===== src/design/bioz_cfg_params.svh =====
// Offsets, field positions, reset values and special codes of the channel configuration block
`ifndef BIOZ_CFG_PARAMS_SVH
`define BIOZ_CFG_PARAMS_SVH

// Register byte offsets on the register bus
`define BZ_OFS_CHANNEL_CFG 8'h18
`define BZ_OFS_CONTROL 8'h40
`define BZ_OFS_STATUS 8'h44
`define BZ_OFS_MASK 8'h48

// Channel configuration field positions
`define BZ_RATE_BIT 23
`define BZ_ANALOG_HIGHPASS_SEL_MSB 22
`define BZ_ANALOG_HIGHPASS_SEL_LSB 20
`define BZ_EXTBIAS_BIT 19
`define BZ_LOWNOISE_BIT 18
`define BZ_GAIN_MSB 17
`define BZ_GAIN_LSB 16
`define BZ_DIGITAL_HIGHPASS_SEL_MSB 15
`define BZ_DIGITAL_HIGHPASS_SEL_LSB 14
`define BZ_DIGITAL_LOWPASS_SEL_MSB 13
`define BZ_DIGITAL_LOWPASS_SEL_LSB 12
`define BZ_MODULATION_FREQ_SEL_MSB 11
`define BZ_MODULATION_FREQ_SEL_LSB 8
`define BZ_COMPLIANCE_MONITOR_EN_BIT 7
`define BZ_DRIVE_CURRENT_SEL_MSB 6
`define BZ_DRIVE_CURRENT_SEL_LSB 4
`define BZ_MODULATION_PHASE_OFFSET_MSB 3
`define BZ_MODULATION_PHASE_OFFSET_LSB 0

// Control register fields
`define BZ_CTL_MCLK_MSB 1
`define BZ_CTL_MCLK_LSB 0
`define BZ_CTL_ACTIVE_BIT 2
`define BZ_CTL_RESYNC_BIT 3

// Status and mask bit positions
`define BZ_ST_COMPLY_BIT 0
`define BZ_ST_CFGWR_BIT 1
`define BZ_ST_RESYNC_BIT 2
`define BZ_ST_WIDTH 3

// Reset values
`define BZ_CFG_RESET 24'h20_1800
`define BZ_CTL_RESET 4'h0
`define BZ_MASK_RESET 3'h0

// Special codes
`define BZ_DIGITAL_LOWPASS_SEL_FALLBACK 2'h1
`define BZ_DIGITAL_LOWPASS_SEL_16HZ 2'h3
`define BZ_MODULATION_FREQ_SEL_SLOWEST 4'ha

`endif


===== src/design/bioz_cfg_pkg.sv =====
// Types shared by the channel configuration block
package bioz_cfg_pkg;

	// Decoded configuration driven to the analog and digital channel
	typedef struct packed {
		logic rate_half;          // Lower output rate selected
		logic [2:0] analog_highpass_sel_cutoff;  // Analog high-pass cutoff code
		logic analog_highpass_sel_bypass;        // Analog high-pass bypassed
		logic ext_bias;           // External resistor bias in use
		logic low_noise;          // Amplifier low noise mode
		logic [1:0] gain;         // Gain code, 10 V/V times two to the code
		logic [1:0] digital_highpass_sel;         // Digital high-pass, 1x folded to 10
		logic [1:0] digital_lowpass_sel_eff;     // Effective digital low-pass code
		logic [3:0] mod_freq;     // Modulation code, slow codes folded to 1010
		logic mon_en;             // Compliance monitor enabled
		logic [6:0] current_ua;   // Drive current in microamps
		logic drive_on;           // Current generators running
		logic [3:0] phase_units;  // Phase offset in 11.25 degree units
	} bioz_fields_t;

	// One bus request as seen by the slave
	typedef struct packed {
		logic cyc;
		logic stb;
		logic we;
		logic [7:0] adr;
		logic [3:0] sel;
		logic [31:0] dat;
	} wb_req_t;

endpackage


===== src/design/bioz_field_decode.sv =====
// Combinational decode of the stored channel configuration word
`timescale 1ns/1ps
`include "bioz_cfg_params.svh"

module bioz_field_decode
(
	input wire logic [23:0] raw_i,
	output bioz_cfg_pkg::bioz_fields_t fields_o,
	output logic [23:0] readback_o
);

	// Drive current for a magnitude code, zero when off
	function automatic logic [6:0] current_of(input logic [2:0] code);
		case (code)
			3'h1: current_of = 7'h08;
			3'h2: current_of = 7'h10;
			3'h3: current_of = 7'h20;
			3'h4: current_of = 7'h30;
			3'h5: current_of = 7'h40;
			3'h7: current_of = 7'h60;
			default: current_of = 7'h00;
		endcase
	endfunction

	logic [1:0] digital_lowpass_sel_raw; // Low-pass code as written
	logic [1:0] digital_lowpass_sel_eff; // Low-pass code in force
	logic [3:0] modulation_freq_sel;    // Modulation code as written
	logic [3:0] modulation_phase_offset;    // Phase code as written
	logic [2:0] drive_current_sel;    // Magnitude code as written

	// Field extraction and fallback decoding
	always_comb
	begin
		digital_lowpass_sel_raw = raw_i[`BZ_DIGITAL_LOWPASS_SEL_MSB:`BZ_DIGITAL_LOWPASS_SEL_LSB];
		modulation_freq_sel = raw_i[`BZ_MODULATION_FREQ_SEL_MSB:`BZ_MODULATION_FREQ_SEL_LSB];
		modulation_phase_offset = raw_i[`BZ_MODULATION_PHASE_OFFSET_MSB:`BZ_MODULATION_PHASE_OFFSET_LSB];
		drive_current_sel = raw_i[`BZ_DRIVE_CURRENT_SEL_MSB:`BZ_DRIVE_CURRENT_SEL_LSB];
		digital_lowpass_sel_eff = digital_lowpass_sel_raw;
		// 16 Hz only at the higher rate, else 4 Hz
		if (raw_i[`BZ_RATE_BIT] && digital_lowpass_sel_raw == `BZ_DIGITAL_LOWPASS_SEL_16HZ)
		begin
			digital_lowpass_sel_eff = `BZ_DIGITAL_LOWPASS_SEL_FALLBACK;
		end
		fields_o.rate_half = raw_i[`BZ_RATE_BIT];
		fields_o.analog_highpass_sel_cutoff = raw_i[`BZ_ANALOG_HIGHPASS_SEL_MSB:`BZ_ANALOG_HIGHPASS_SEL_LSB];
		fields_o.analog_highpass_sel_bypass = raw_i[`BZ_ANALOG_HIGHPASS_SEL_MSB] & raw_i[`BZ_ANALOG_HIGHPASS_SEL_MSB - 1];
		fields_o.ext_bias = raw_i[`BZ_EXTBIAS_BIT];
		fields_o.low_noise = raw_i[`BZ_LOWNOISE_BIT];
		fields_o.gain = raw_i[`BZ_GAIN_MSB:`BZ_GAIN_LSB];
		// Both upper codes give the same high-pass cutoff
		fields_o.digital_highpass_sel = raw_i[`BZ_DIGITAL_HIGHPASS_SEL_MSB] ? 2'h2 : raw_i[`BZ_DIGITAL_HIGHPASS_SEL_MSB:`BZ_DIGITAL_HIGHPASS_SEL_LSB];
		fields_o.digital_lowpass_sel_eff = digital_lowpass_sel_eff;
		// All codes from 1010 upward divide by 256
		fields_o.mod_freq = (modulation_freq_sel >= `BZ_MODULATION_FREQ_SEL_SLOWEST) ? `BZ_MODULATION_FREQ_SEL_SLOWEST : modulation_freq_sel;
		fields_o.mon_en = raw_i[`BZ_COMPLIANCE_MONITOR_EN_BIT];
		fields_o.current_ua = current_of(drive_current_sel);
		fields_o.drive_on = (current_of(drive_current_sel) != 7'h00);
		// Phase resolution coarsens at the two fastest modulation codes
		if (modulation_freq_sel == 4'h0)
		begin
			fields_o.phase_units = {modulation_phase_offset[3:2], 2'h0};
		end
		else if (modulation_freq_sel == 4'h1)
		begin
			fields_o.phase_units = {modulation_phase_offset[3:1], 1'b0};
		end
		else
		begin
			fields_o.phase_units = modulation_phase_offset;
		end
		// Read back shows the low-pass code in force
		readback_o = raw_i;
		readback_o[`BZ_DIGITAL_LOWPASS_SEL_MSB:`BZ_DIGITAL_LOWPASS_SEL_LSB] = digital_lowpass_sel_eff;
	end

endmodule


===== src/design/bioz_channel_config.sv =====
// Wishbone register block holding and driving the bioimpedance channel configuration
//
// The Wishbone register port was decided locally.
`timescale 1ns/1ps
`include "bioz_cfg_params.svh"

// Summary of operation
// - Analog high-pass code, reset 010, 11x bypasses
// - Bit 19 picks internal or external bias
// - Bit 18 picks low power or low noise
// - Two-bit gain code, 10 to 80 V/V
// - Digital high-pass: bypass, 0.05 Hz, 0.5 Hz
// - Digital low-pass: decimate only, 4, 8, 16
// - 16 Hz low-pass only at higher rate
// - Unsupported low-pass runs 4 Hz, reads effective
// - Modulation code divides master clock, slow codes fold
// - Monitor enable gated by active channel, generators
// - Magnitude code sets current, zero floats drives
// - Phase offset resolution follows modulation code
// - Bit 23 halves the output rate
// - Resync command restores timing after changes
// - Whole register readable and writable by software
module bioz_channel_config
(
	input wire logic clk_i,
	input wire logic rst_i,
	input wire logic wb_cyc_i,
	input wire logic wb_stb_i,
	input wire logic wb_we_i,
	input wire logic [7:0] wb_adr_i,
	input wire logic [3:0] wb_sel_i,
	input wire logic [31:0] wb_dat_i,
	output logic [31:0] wb_dat_o,
	output logic wb_ack_o,
	output logic irq_o,
	input wire logic compliance_fault_i,
	output bioz_cfg_pkg::bioz_fields_t fields_o,
	output logic [1:0] master_clock_sel_o,
	output logic channel_active_o,
	output logic resync_command_o,
	output logic drive_out_pos_oe_o,
	output logic drive_out_neg_oe_o
);

	// Merge a write word into a stored word under byte enables
	function automatic logic [31:0] merge_bytes(input logic [31:0] old_w, input logic [31:0] new_w,
		input logic [3:0] sel);
		logic [31:0] res;
		res = old_w;
		for (int b = 0; b < 4; b++)
		begin
			if (sel[b])
			begin
				res[b*8 +: 8] = new_w[b*8 +: 8];
			end
		end
		merge_bytes = res;
	endfunction

	// Bus request bundle
	bioz_cfg_pkg::wb_req_t req;

	// Stored registers
	logic [23:0] channel_config_reg; // Configuration as written
	logic [3:0] control;             // Master clock, active, bit 3 held zero
	logic [`BZ_ST_WIDTH-1:0] status; // Sticky event flags
	logic [`BZ_ST_WIDTH-1:0] mask;   // Interrupt enables

	// Access qualifiers
	logic access;      // New request this cycle
	logic wr_access;   // Write this cycle
	logic hit_cfg;     // Address hits channel config
	logic hit_ctl;     // Address hits control
	logic hit_st;      // Address hits status
	logic hit_mask;    // Address hits mask

	// Decoder results
	bioz_cfg_pkg::bioz_fields_t next_fields; // Decoded fields of stored word
	logic [23:0] cfg_readback;               // Config as read by software

	// Synchroniser for the external compliance comparator
	logic fault_meta;   // First stage, read only by second stage
	logic fault_sync;   // Second stage
	logic fault_event;  // Qualified compliance event

	// Events for the status register
	logic [`BZ_ST_WIDTH-1:0] events;
	logic [31:0] next_ctl_word; // Control after byte merge
	logic [31:0] next_cfg_word; // Config after byte merge
	logic [31:0] next_mask_word; // Mask after byte merge

	// Request bundling and address decode
	always_comb
	begin
		req.cyc = wb_cyc_i;
		req.stb = wb_stb_i;
		req.we = wb_we_i;
		req.adr = wb_adr_i;
		req.sel = wb_sel_i;
		req.dat = wb_dat_i;
		// One access per request, none while ack is out
		access = req.cyc & req.stb & ~wb_ack_o;
		wr_access = access & req.we;
		hit_cfg = (req.adr == `BZ_OFS_CHANNEL_CFG);
		hit_ctl = (req.adr == `BZ_OFS_CONTROL);
		hit_st = (req.adr == `BZ_OFS_STATUS);
		hit_mask = (req.adr == `BZ_OFS_MASK);
		next_ctl_word = merge_bytes({28'h000_0000, control}, req.dat, req.sel);
		next_cfg_word = merge_bytes({8'h00, channel_config_reg}, req.dat, req.sel);
		next_mask_word = merge_bytes({29'h0000_0000, mask}, req.dat, req.sel);
	end

	// Field decoder of the stored configuration
	bioz_field_decode u_decode
	(
		.raw_i(channel_config_reg),
		.fields_o(next_fields),
		.readback_o(cfg_readback)
	);

	// Bus acknowledge, one cycle after the request is seen
	always_ff @(posedge clk_i)
	begin
		if (rst_i)
		begin
			wb_ack_o <= 1'b0;
		end
		else
		begin
			wb_ack_o <= access;
		end
	end

	// Read data, captured with the access
	always_ff @(posedge clk_i)
	begin
		if (rst_i)
		begin
			wb_dat_o <= 32'h0000_0000;
		end
		else if (access && !req.we)
		begin
			if (hit_cfg)
			begin
				wb_dat_o <= {8'h00, cfg_readback};
			end
			else if (hit_ctl)
			begin
				// Resync bit is a strobe and reads zero
				wb_dat_o <= {28'h000_0000, 1'b0, control[2:0]};
			end
			else if (hit_st)
			begin
				wb_dat_o <= {29'h0000_0000, status};
			end
			else if (hit_mask)
			begin
				wb_dat_o <= {29'h0000_0000, mask};
			end
			else
			begin
				// Unmapped reads return zero
				wb_dat_o <= 32'h0000_0000;
			end
		end
	end

	// Channel configuration register
	always_ff @(posedge clk_i)
	begin
		if (rst_i)
		begin
			channel_config_reg <= `BZ_CFG_RESET;
		end
		else if (wr_access && hit_cfg)
		begin
			// Raw value is kept even when a code is unsupported
			channel_config_reg <= next_cfg_word[23:0];
		end
	end

	// Control register: master clock choice and channel active
	always_ff @(posedge clk_i)
	begin
		if (rst_i)
		begin
			control <= `BZ_CTL_RESET;
		end
		else if (wr_access && hit_ctl)
		begin
			control <= {1'b0, next_ctl_word[2:0]};
		end
	end

	// Resync strobe, one cycle after a write of one
	always_ff @(posedge clk_i)
	begin
		if (rst_i)
		begin
			resync_command_o <= 1'b0;
		end
		else
		begin
			resync_command_o <= wr_access & hit_ctl & req.sel[0] & req.dat[`BZ_CTL_RESYNC_BIT];
		end
	end

	// Mask register
	always_ff @(posedge clk_i)
	begin
		if (rst_i)
		begin
			mask <= `BZ_MASK_RESET;
		end
		else if (wr_access && hit_mask)
		begin
			mask <= next_mask_word[`BZ_ST_WIDTH-1:0];
		end
	end

	// Two-stage synchroniser for the comparator pin
	always_ff @(posedge clk_i)
	begin
		if (rst_i)
		begin
			fault_meta <= 1'b0;
			fault_sync <= 1'b0;
		end
		else
		begin
			fault_meta <= compliance_fault_i;
			fault_sync <= fault_meta;
		end
	end

	// Event sources for the sticky status bits
	always_comb
	begin
		// Monitor only counts with channel active and drive running
		fault_event = fault_sync & fields_o.mon_en & channel_active_o & fields_o.drive_on;
		events = '0;
		events[`BZ_ST_COMPLY_BIT] = fault_event;
		// A config write may disturb the record until resynced
		events[`BZ_ST_CFGWR_BIT] = wr_access & hit_cfg;
		events[`BZ_ST_RESYNC_BIT] = resync_command_o;
	end

	// Sticky status, write one to clear, a new event wins
	always_ff @(posedge clk_i)
	begin
		if (rst_i)
		begin
			status <= '0;
		end
		else if (wr_access && hit_st && req.sel[0])
		begin
			status <= (status & ~req.dat[`BZ_ST_WIDTH-1:0]) | events;
		end
		else
		begin
			status <= status | events;
		end
	end

	// Interrupt level from unmasked status
	always_ff @(posedge clk_i)
	begin
		if (rst_i)
		begin
			irq_o <= 1'b0;
		end
		else
		begin
			irq_o <= |(status & mask);
		end
	end

	// Decoded fields registered onto the outputs
	always_ff @(posedge clk_i)
	begin
		if (rst_i)
		begin
			fields_o <= '0;
			fields_o.analog_highpass_sel_cutoff <= 3'h2;
			fields_o.digital_lowpass_sel_eff <= `BZ_DIGITAL_LOWPASS_SEL_FALLBACK;
			fields_o.mod_freq <= 4'h8;
		end
		else
		begin
			fields_o <= next_fields;
		end
	end

	// Control outputs and drive enables
	always_ff @(posedge clk_i)
	begin
		if (rst_i)
		begin
			master_clock_sel_o <= 2'h0;
			channel_active_o <= 1'b0;
			drive_out_pos_oe_o <= 1'b0;
			drive_out_neg_oe_o <= 1'b0;
		end
		else
		begin
			master_clock_sel_o <= control[`BZ_CTL_MCLK_MSB:`BZ_CTL_MCLK_LSB];
			channel_active_o <= control[`BZ_CTL_ACTIVE_BIT];
			// Magnitude off leaves both drives floating
			drive_out_pos_oe_o <= next_fields.drive_on & control[`BZ_CTL_ACTIVE_BIT];
			drive_out_neg_oe_o <= next_fields.drive_on & control[`BZ_CTL_ACTIVE_BIT];
		end
	end

endmodule


===== config.mk =====
export PLATFORM = sky130hd
export DESIGN_NAME = bioz_channel_config
export DESIGN_NICKNAME = d
export VERILOG_FILES = /design/src/design/bioz_cfg_pkg.sv /design/src/design/bioz_field_decode.sv /design/src/design/bioz_channel_config.sv
export VERILOG_INCLUDE_DIRS = /design/src /design/src/design
export SDC_FILE = /design/constraint.sdc
export NUM_CORES = 1
export LEC_CHECK = 0
export BUFFER_PORTS_ARGS = -buffer_cell sky130_fd_sc_hd__buf_2
export CAP_MARGIN = 0
export CELL_PAD_IN_SITES_DETAIL_PLACEMENT = 2
export CELL_PAD_IN_SITES_GLOBAL_PLACEMENT = 2
export CORE_MARGIN = 2
export CORE_UTILIZATION = 28
export CTS_BUF_LIST = sky130_fd_sc_hd__clkbuf_2
export DETAILED_ROUTE_END_ITERATION = 12
export PLACE_DENSITY_LB_ADDON = 0.1
export SYNTH_ARGS = -nofsm -noshare
export SYNTH_HDL_FRONTEND = slang
export SYNTH_SLANG_ARGS = --single-unit

===== constraint.sdc =====
create_clock -name clk_i -period 1.8 [get_ports clk_i]
set_clock_uncertainty 0.05 [all_clocks]
set_input_delay 0.18 -clock clk_i [delete_from_list [all_inputs] [get_ports clk_i]]
set_output_delay 0.18 -clock clk_i [all_outputs]
set_load 0.05 [all_outputs]

# Yosys cells after proc, flatten, opt, wreduce, memory -nomap -nowiden
# Cells that the tools add are included.
# op_classes
n_reduce_logical,20
n_eq_ne,12
shift,0
addsub,0
n_mul,0
bitwise_logic,18
n_mux,9
n_lt_le_gt_ge,1
div_mod_pow,0
# op_table
op,n
one-hot mux 7 bit (6 select lines),1
== test 8 x 7 -> 1 bit (second input constant),3
2-to-1 mux 24 bit,1
AND 1 bit,12
2-to-1 mux 3 bit,4
AND reduction 2 bit,5
== test 3 bit (second input constant),3
== test 8 x 5 -> 1 bit (second input constant),1
logical AND 1 bit,7
nonzero test 7 bit,1
AND 3 bit,2
== test 3 x 2 -> 1 bit (second input constant),2
2-to-1 mux 2 bit,3
bitwise OR 3 bit,2
OR reduction 2 bit,3
OR reduction 3 bit,2
== test 4 x 1 -> 1 bit (second input constant),1
>= comparator 4 bit (second input constant),1
zero test 4 bit,1
== test 3 x 1 -> 1 bit (second input constant),1
NOT 3 bit,1
== test 2 bit (second input constant),1
zero test 1 bit,1
NOT 1 bit,1
# totals
latch_bits,0
memories,0
output_inout_bits,70
word_cells,92
regBits,104
inputBits,50
ram_bits,0
rom_bits,0

# Depth between registers and ports, before layout
# depth
depth_word,6
ltp_mapped,6
depth_no_buf,4

# By module
# From an unflattened synthesis, not the netlist that was laid out.
# hier_totals
cells_unflattened,378
area_unflattened_um2,3866.2
# modules_own_cells
mod,n_inst,seq_area_each_um2,area_each_um2,cells_each
bioz_channel_config,1,1921.8,3447.1,319
bioz_field_decode,1,0.0,419.2,59

# Worst setup path after synthesis
# Ideal clock, no wire load.
# synth_timing
path_kind,reg-to-reg
from,register wb_ack_o
to,register channel_config_reg[2]
path_slack_ps,-207
n_path_buf,1
path_stages_with_launch,5
period_less_slack_ps,2007
t_arrival_ps,1836
setup_ps,121
required_time_ps,1629
cell_sequence,dfxtp_1 -> and4b_1 -> clkbuf_1 -> nand4_1 -> mux2_2
# synth_via
elab_chain_len,5
# synth_lines
element,line,text
"start, declared",bioz_channel_config.sv:34,"output logic wb_ack_o,"
"start signal, assigned",bioz_channel_config.sv:130,wb_ack_o <= access;
NOT 1 bit,bioz_channel_config.sv:102,access = req.cyc & req.stb & ~wb_ack_o;
AND 1 bit,bioz_channel_config.sv:102,
AND 1 bit,bioz_channel_config.sv:103,wr_access = access & req.we;
logical AND 1 bit,bioz_channel_config.sv:175,else if (wr_access && hit_cfg)
AND reduction 2 bit (no source line),--,
"end signal, assigned",bioz_channel_config.sv:173,channel_config_reg <= `BZ_CFG_RESET;
"end signal, assigned",bioz_channel_config.sv:178,channel_config_reg <= next_cfg_word[23:0];
"end, declared",bioz_channel_config.sv:64,logic [23:0] channel_config_reg;
# Every way passes these cells.
# A chain may end at the register's enable or synchronous reset.

# Final worst setup path
# layout_timing
from,input wb_adr_i[2]
to,register wb_dat_o[3]
# layout_via
elab_chain_len,2
# layout_lines
element,line,text
"start, declared",bioz_channel_config.sv:30,"input wire logic [7:0] wb_adr_i,"
== test 8 x 5 -> 1 bit (no source line),--,
2-to-1 mux 24 bit,bioz_channel_config.sv:143,if (hit_cfg)
"end signal, assigned",bioz_channel_config.sv:145,"wb_dat_o <= {8'h00, cfg_readback};"
"end signal, assigned",bioz_channel_config.sv:150,"wb_dat_o <= {28'h000_0000, 1'b0, control[2:0]};"
"end signal, assigned",bioz_channel_config.sv:154,"wb_dat_o <= {29'h0000_0000, status};"
"end, declared",bioz_channel_config.sv:33,"output logic [31:0] wb_dat_o,"
# Every way passes these cells.

==> run_results.csv <==
group,metric,value,unit
synthesis,synth-xor-area-share,0.2609,%
run_status,run_status,"finished clean",
drt,num_vias,2877,
cells_and_area,num_antenna_cells,0,
cts,clk_latency,0.58,ns
floorplanning,dieArea,12880,um^2
floorplanning,die_y,113.5,um
critical_path,cp.required,2.27,ns
grt,overflow,0,
timing,max_slew_margin,59.36,%
worst_hold_path,whs_path_depth,4,
drt,vias_per_cell,4.633,
synthesis,yosysWarnings,0,
floorplanning,die_w,113.5,um
grt,grt_max_degree,78,
synthesis,synth_compound_area_share,10.40,%
critical_path,critPathMaxFanout,11,
synthesis,synth_simple_gate_area_share,21.24,%
floorplanning,num_rows,39,
drt,dr.first_iter.drc_count,102,
cells_and_area,area_delta_synth_final,36.86,%
drt,wire_per_inst,16.34,um
job,drv_cap,0,
place,pre_cts_ws,-0.04029,ns
synthesis,synth_edf_count,0,
drt,drt_first_pass_iters,4,
timing,setup_ws,0.04783,ns
drt,drc,0,
synthesis,syn-instance-count,321,
synthesis,synthAdderAreaFrac,0,%
timing,fin_crit,1.752,ns
power,total_leakage_power,2.041,nW
place,globalplace.congestion,0.7196,
synthesis,ys_ff_latch,93,
critical_path,r2r_slack,0.13,ns
floorplanning,ios,120,
cells_and_area,largest_reg_flops,27,
grt,first_global_vias,3159,
timing,hold_violations,0,
critical_path,endpoint_kind,"register",
timing,slew_viol_final,0,
synthesis,synthMuxAreaShare,7.305,%
place,hpwl,7070,um
place,port_buffers,99,
timing,finalSetupViolCount,0,
timing,rsz0062_at_grt,"false",
cts,cts.htree.levels,3,
grt,grt_usage,16.52,%
power,power,3.397,mW
timing,fin_tns_setup,0,ns
worst_hold_path,worstHoldEndpoint,"resync_command_o",
synthesis,ys_seq_area_share,55.46,%
synthesis,synth_cell_types,45,
floorplanning,core_region_area,11560,um^2
cts,cts_buffers,9,
critical_path,reg2reg_to,"control[0]",
cells_and_area,fillers,1263,
critical_path,path_class,"in2reg",
floorplanning,start_util,29.03,%
synthesis,synth_top_family_by_area,"simple AND/OR/NAND/NOR gates",
critical_path,ff2ff_path_depth,4,
cts,clk_pin_slew_worst_paths,0.24,ns
drt,routed_wirelength,10150,um
worst_hold_path,hp-start,"wb_stb_i",
critical_path,r2r_start,"wb_ack_o",
cells_and_area,layout-drive-gt1-share,30.75,%
synthesis,syn_area_per_cell,10.46,um^2
cts,cts_tree,"built",
grt,grt_pass1_wl,16300,um
worst_hold_path,hold_class,"in2reg",
timing,fmax,570.7,MHz
timing,fin_crit_sh,97.34,%
synthesis,synth_ff_type,"dfxtp_1",
critical_path,start_kind,"input port",
cts,clock-sinks,93,
synthesis,synthArstFlopShare,0,%
cts,cts_setup_buffers,0,
grt,antenna_found_initial,0,
synthesis,syn_area,3357,um^2
timing,worst_slew_pin_slew,0.6090,ns
drt,ant_nets,0,
cts,clock-root-buffer,"clkbuf_2",
cts,cts_buffer_depth,2,
power,powerDensity,739.3,nW/um^2
cells_and_area,nets,523,
power,peakVddDrop,0.2615,mV
critical_path,critical_path_arrival,2.22,ns
==> metal layers <==
| metal | track usage (%) | wire length (um) |
|---|---|---|
| met2 | 29.74 | 5142 |
| met5 | 0 | 0 |
| met1 | 19.52 | 4530 |
| met3 | 2.976 | 318 |
| met4 | 6.341 | 156 |
==> synthesized netlist by cell type (6+ instances only) <==
cell | count | area (um^2)
nand4_1 | 7 | 43.79
nor2b_1 | 18 | 112.6
dfxtp_1 | 93 | 1862
nor2_1 | 37 | 138.9
nand2b_1 | 11 | 68.82
buf_4 | 13 | 97.59
nand2_1 | 15 | 56.30
a22o_1 | 12 | 105.1
clkbuf_1 | 11 | 41.29
o21ai_0 | 13 | 65.06
a22oi_1 | 10 | 75.07
a21oi_1 | 6 | 30.03
mux2i_1 | 20 | 200.2
==> repair_timing <==
item / CTS / global route
resized for setup: 1 / 0
hold buffers: 39 / 0
setup endpoints to repair: 12 / 0
hold endpoints to repair: 37 / 0
==> power breakdown <==
group	switching, mW	internal (mW)	total [mW]
sequential	0.00338	2.07	2.08
clock	0.707	0.310	1.02
combinational	0.177	0.128	0.304
==> worst max path at each step <==
| stage | slack [ns] | depth (start not counted) | startpoint | endpoint |
|---|---|---|---|---|
| after global routing | 0.01 | 4 | wb_ack_o | control[1] |
| final | 0.05 | 7 | wb_adr_i[2] | wb_dat_o[3] |
| after floorplan | 0.04 | 4 | wb_ack_o | channel_config_reg[2] |
| after CTS | 0.09 | 7 | wb_adr_i[2] | wb_dat_o[3] |
| after detailed placement | -0.04 | 3 | wb_ack_o | wb_dat_o[3] |
| after global placement | 0.02 | 3 | wb_ack_o | wb_dat_o[22] |
==> worst max-delay path, cell delays in order <==
cell	delay, ns
dlygate4sd3_1	0.53
buf_2	0.13
or4b_4	0.58
nor4_4	0.31
and2b_1	0.20
buf_12	0.15
a22o_1	0.13
==> cell families (layout without fill, tap and decap cells) <==
family | count (synthesis) | count (layout)
and+or+nand+nor | 121 | 121
DFF | 93 | 93
AOI/OAI and AO/OA | 50 | 50
buffers and inverters | 31 | 178
muxes | 24 | 24
other | 1 | 11
xor gates and xnor gates | 1 | 1
==> placed cells by master (no fill, tap or decap), types with 4 or more instances in the layout <==
master | netlist | routed
buf_4 | 13 | 17
nand4_1 | 7 | 7
a21oi_1 | 6 | 6
clkbuf_2 | 0 | 10
nand2_1 | 15 | 15
a22oi_1 | 10 | 10
conb_1 | 1 | 11
a211oi_1 | 4 | 4
mux2i_1 | 20 | 20
nor2b_1 | 18 | 18
buf_2 | 2 | 99
nor3b_1 | 4 | 4
mux2_2 | 4 | 4
nor2_1 | 37 | 36
dfxtp_1 | 93 | 92
nand2b_1 | 11 | 11
inv_1 | 4 | 4
a22o_1 | 12 | 12
dlygate4sd3_1 | 0 | 39
o21ai_0 | 13 | 13
==> per-stage QoR <==
stage | area (um^2) | cells | hold WS (ns) | utilization, %
5_1_grt | 4594 | 621 | 0.06271 | 39.73
4_1_cts | 4594 | 621 | 0.03873 | 39.73
2_1_floorplan | 3397 | 331 | 0.2101 | -
3_3_place_gp | 4098 | 566 | 0.3484 | 35.43
6_report | 4594 | 621 | 0.08491 | 39.73
3_5_place_dp | 4098 | 566 | 0.3626 | 35.43
==> final cells by class <==
cell class	count	area [um^2]	share of cell area [%]
Inverter	4	15.01	0.3268
Clock inverter	6	53.80	1.171
Clock buffer	10	50.05	1.089
Timing Repair Buffer	158	1074	23.37
Multi-Input combinational cell	207	1360	29.60
Sequential cell	93	1863	40.55
Tap cell	143	178.9	3.894
Power figures use the tool's default switching activity.
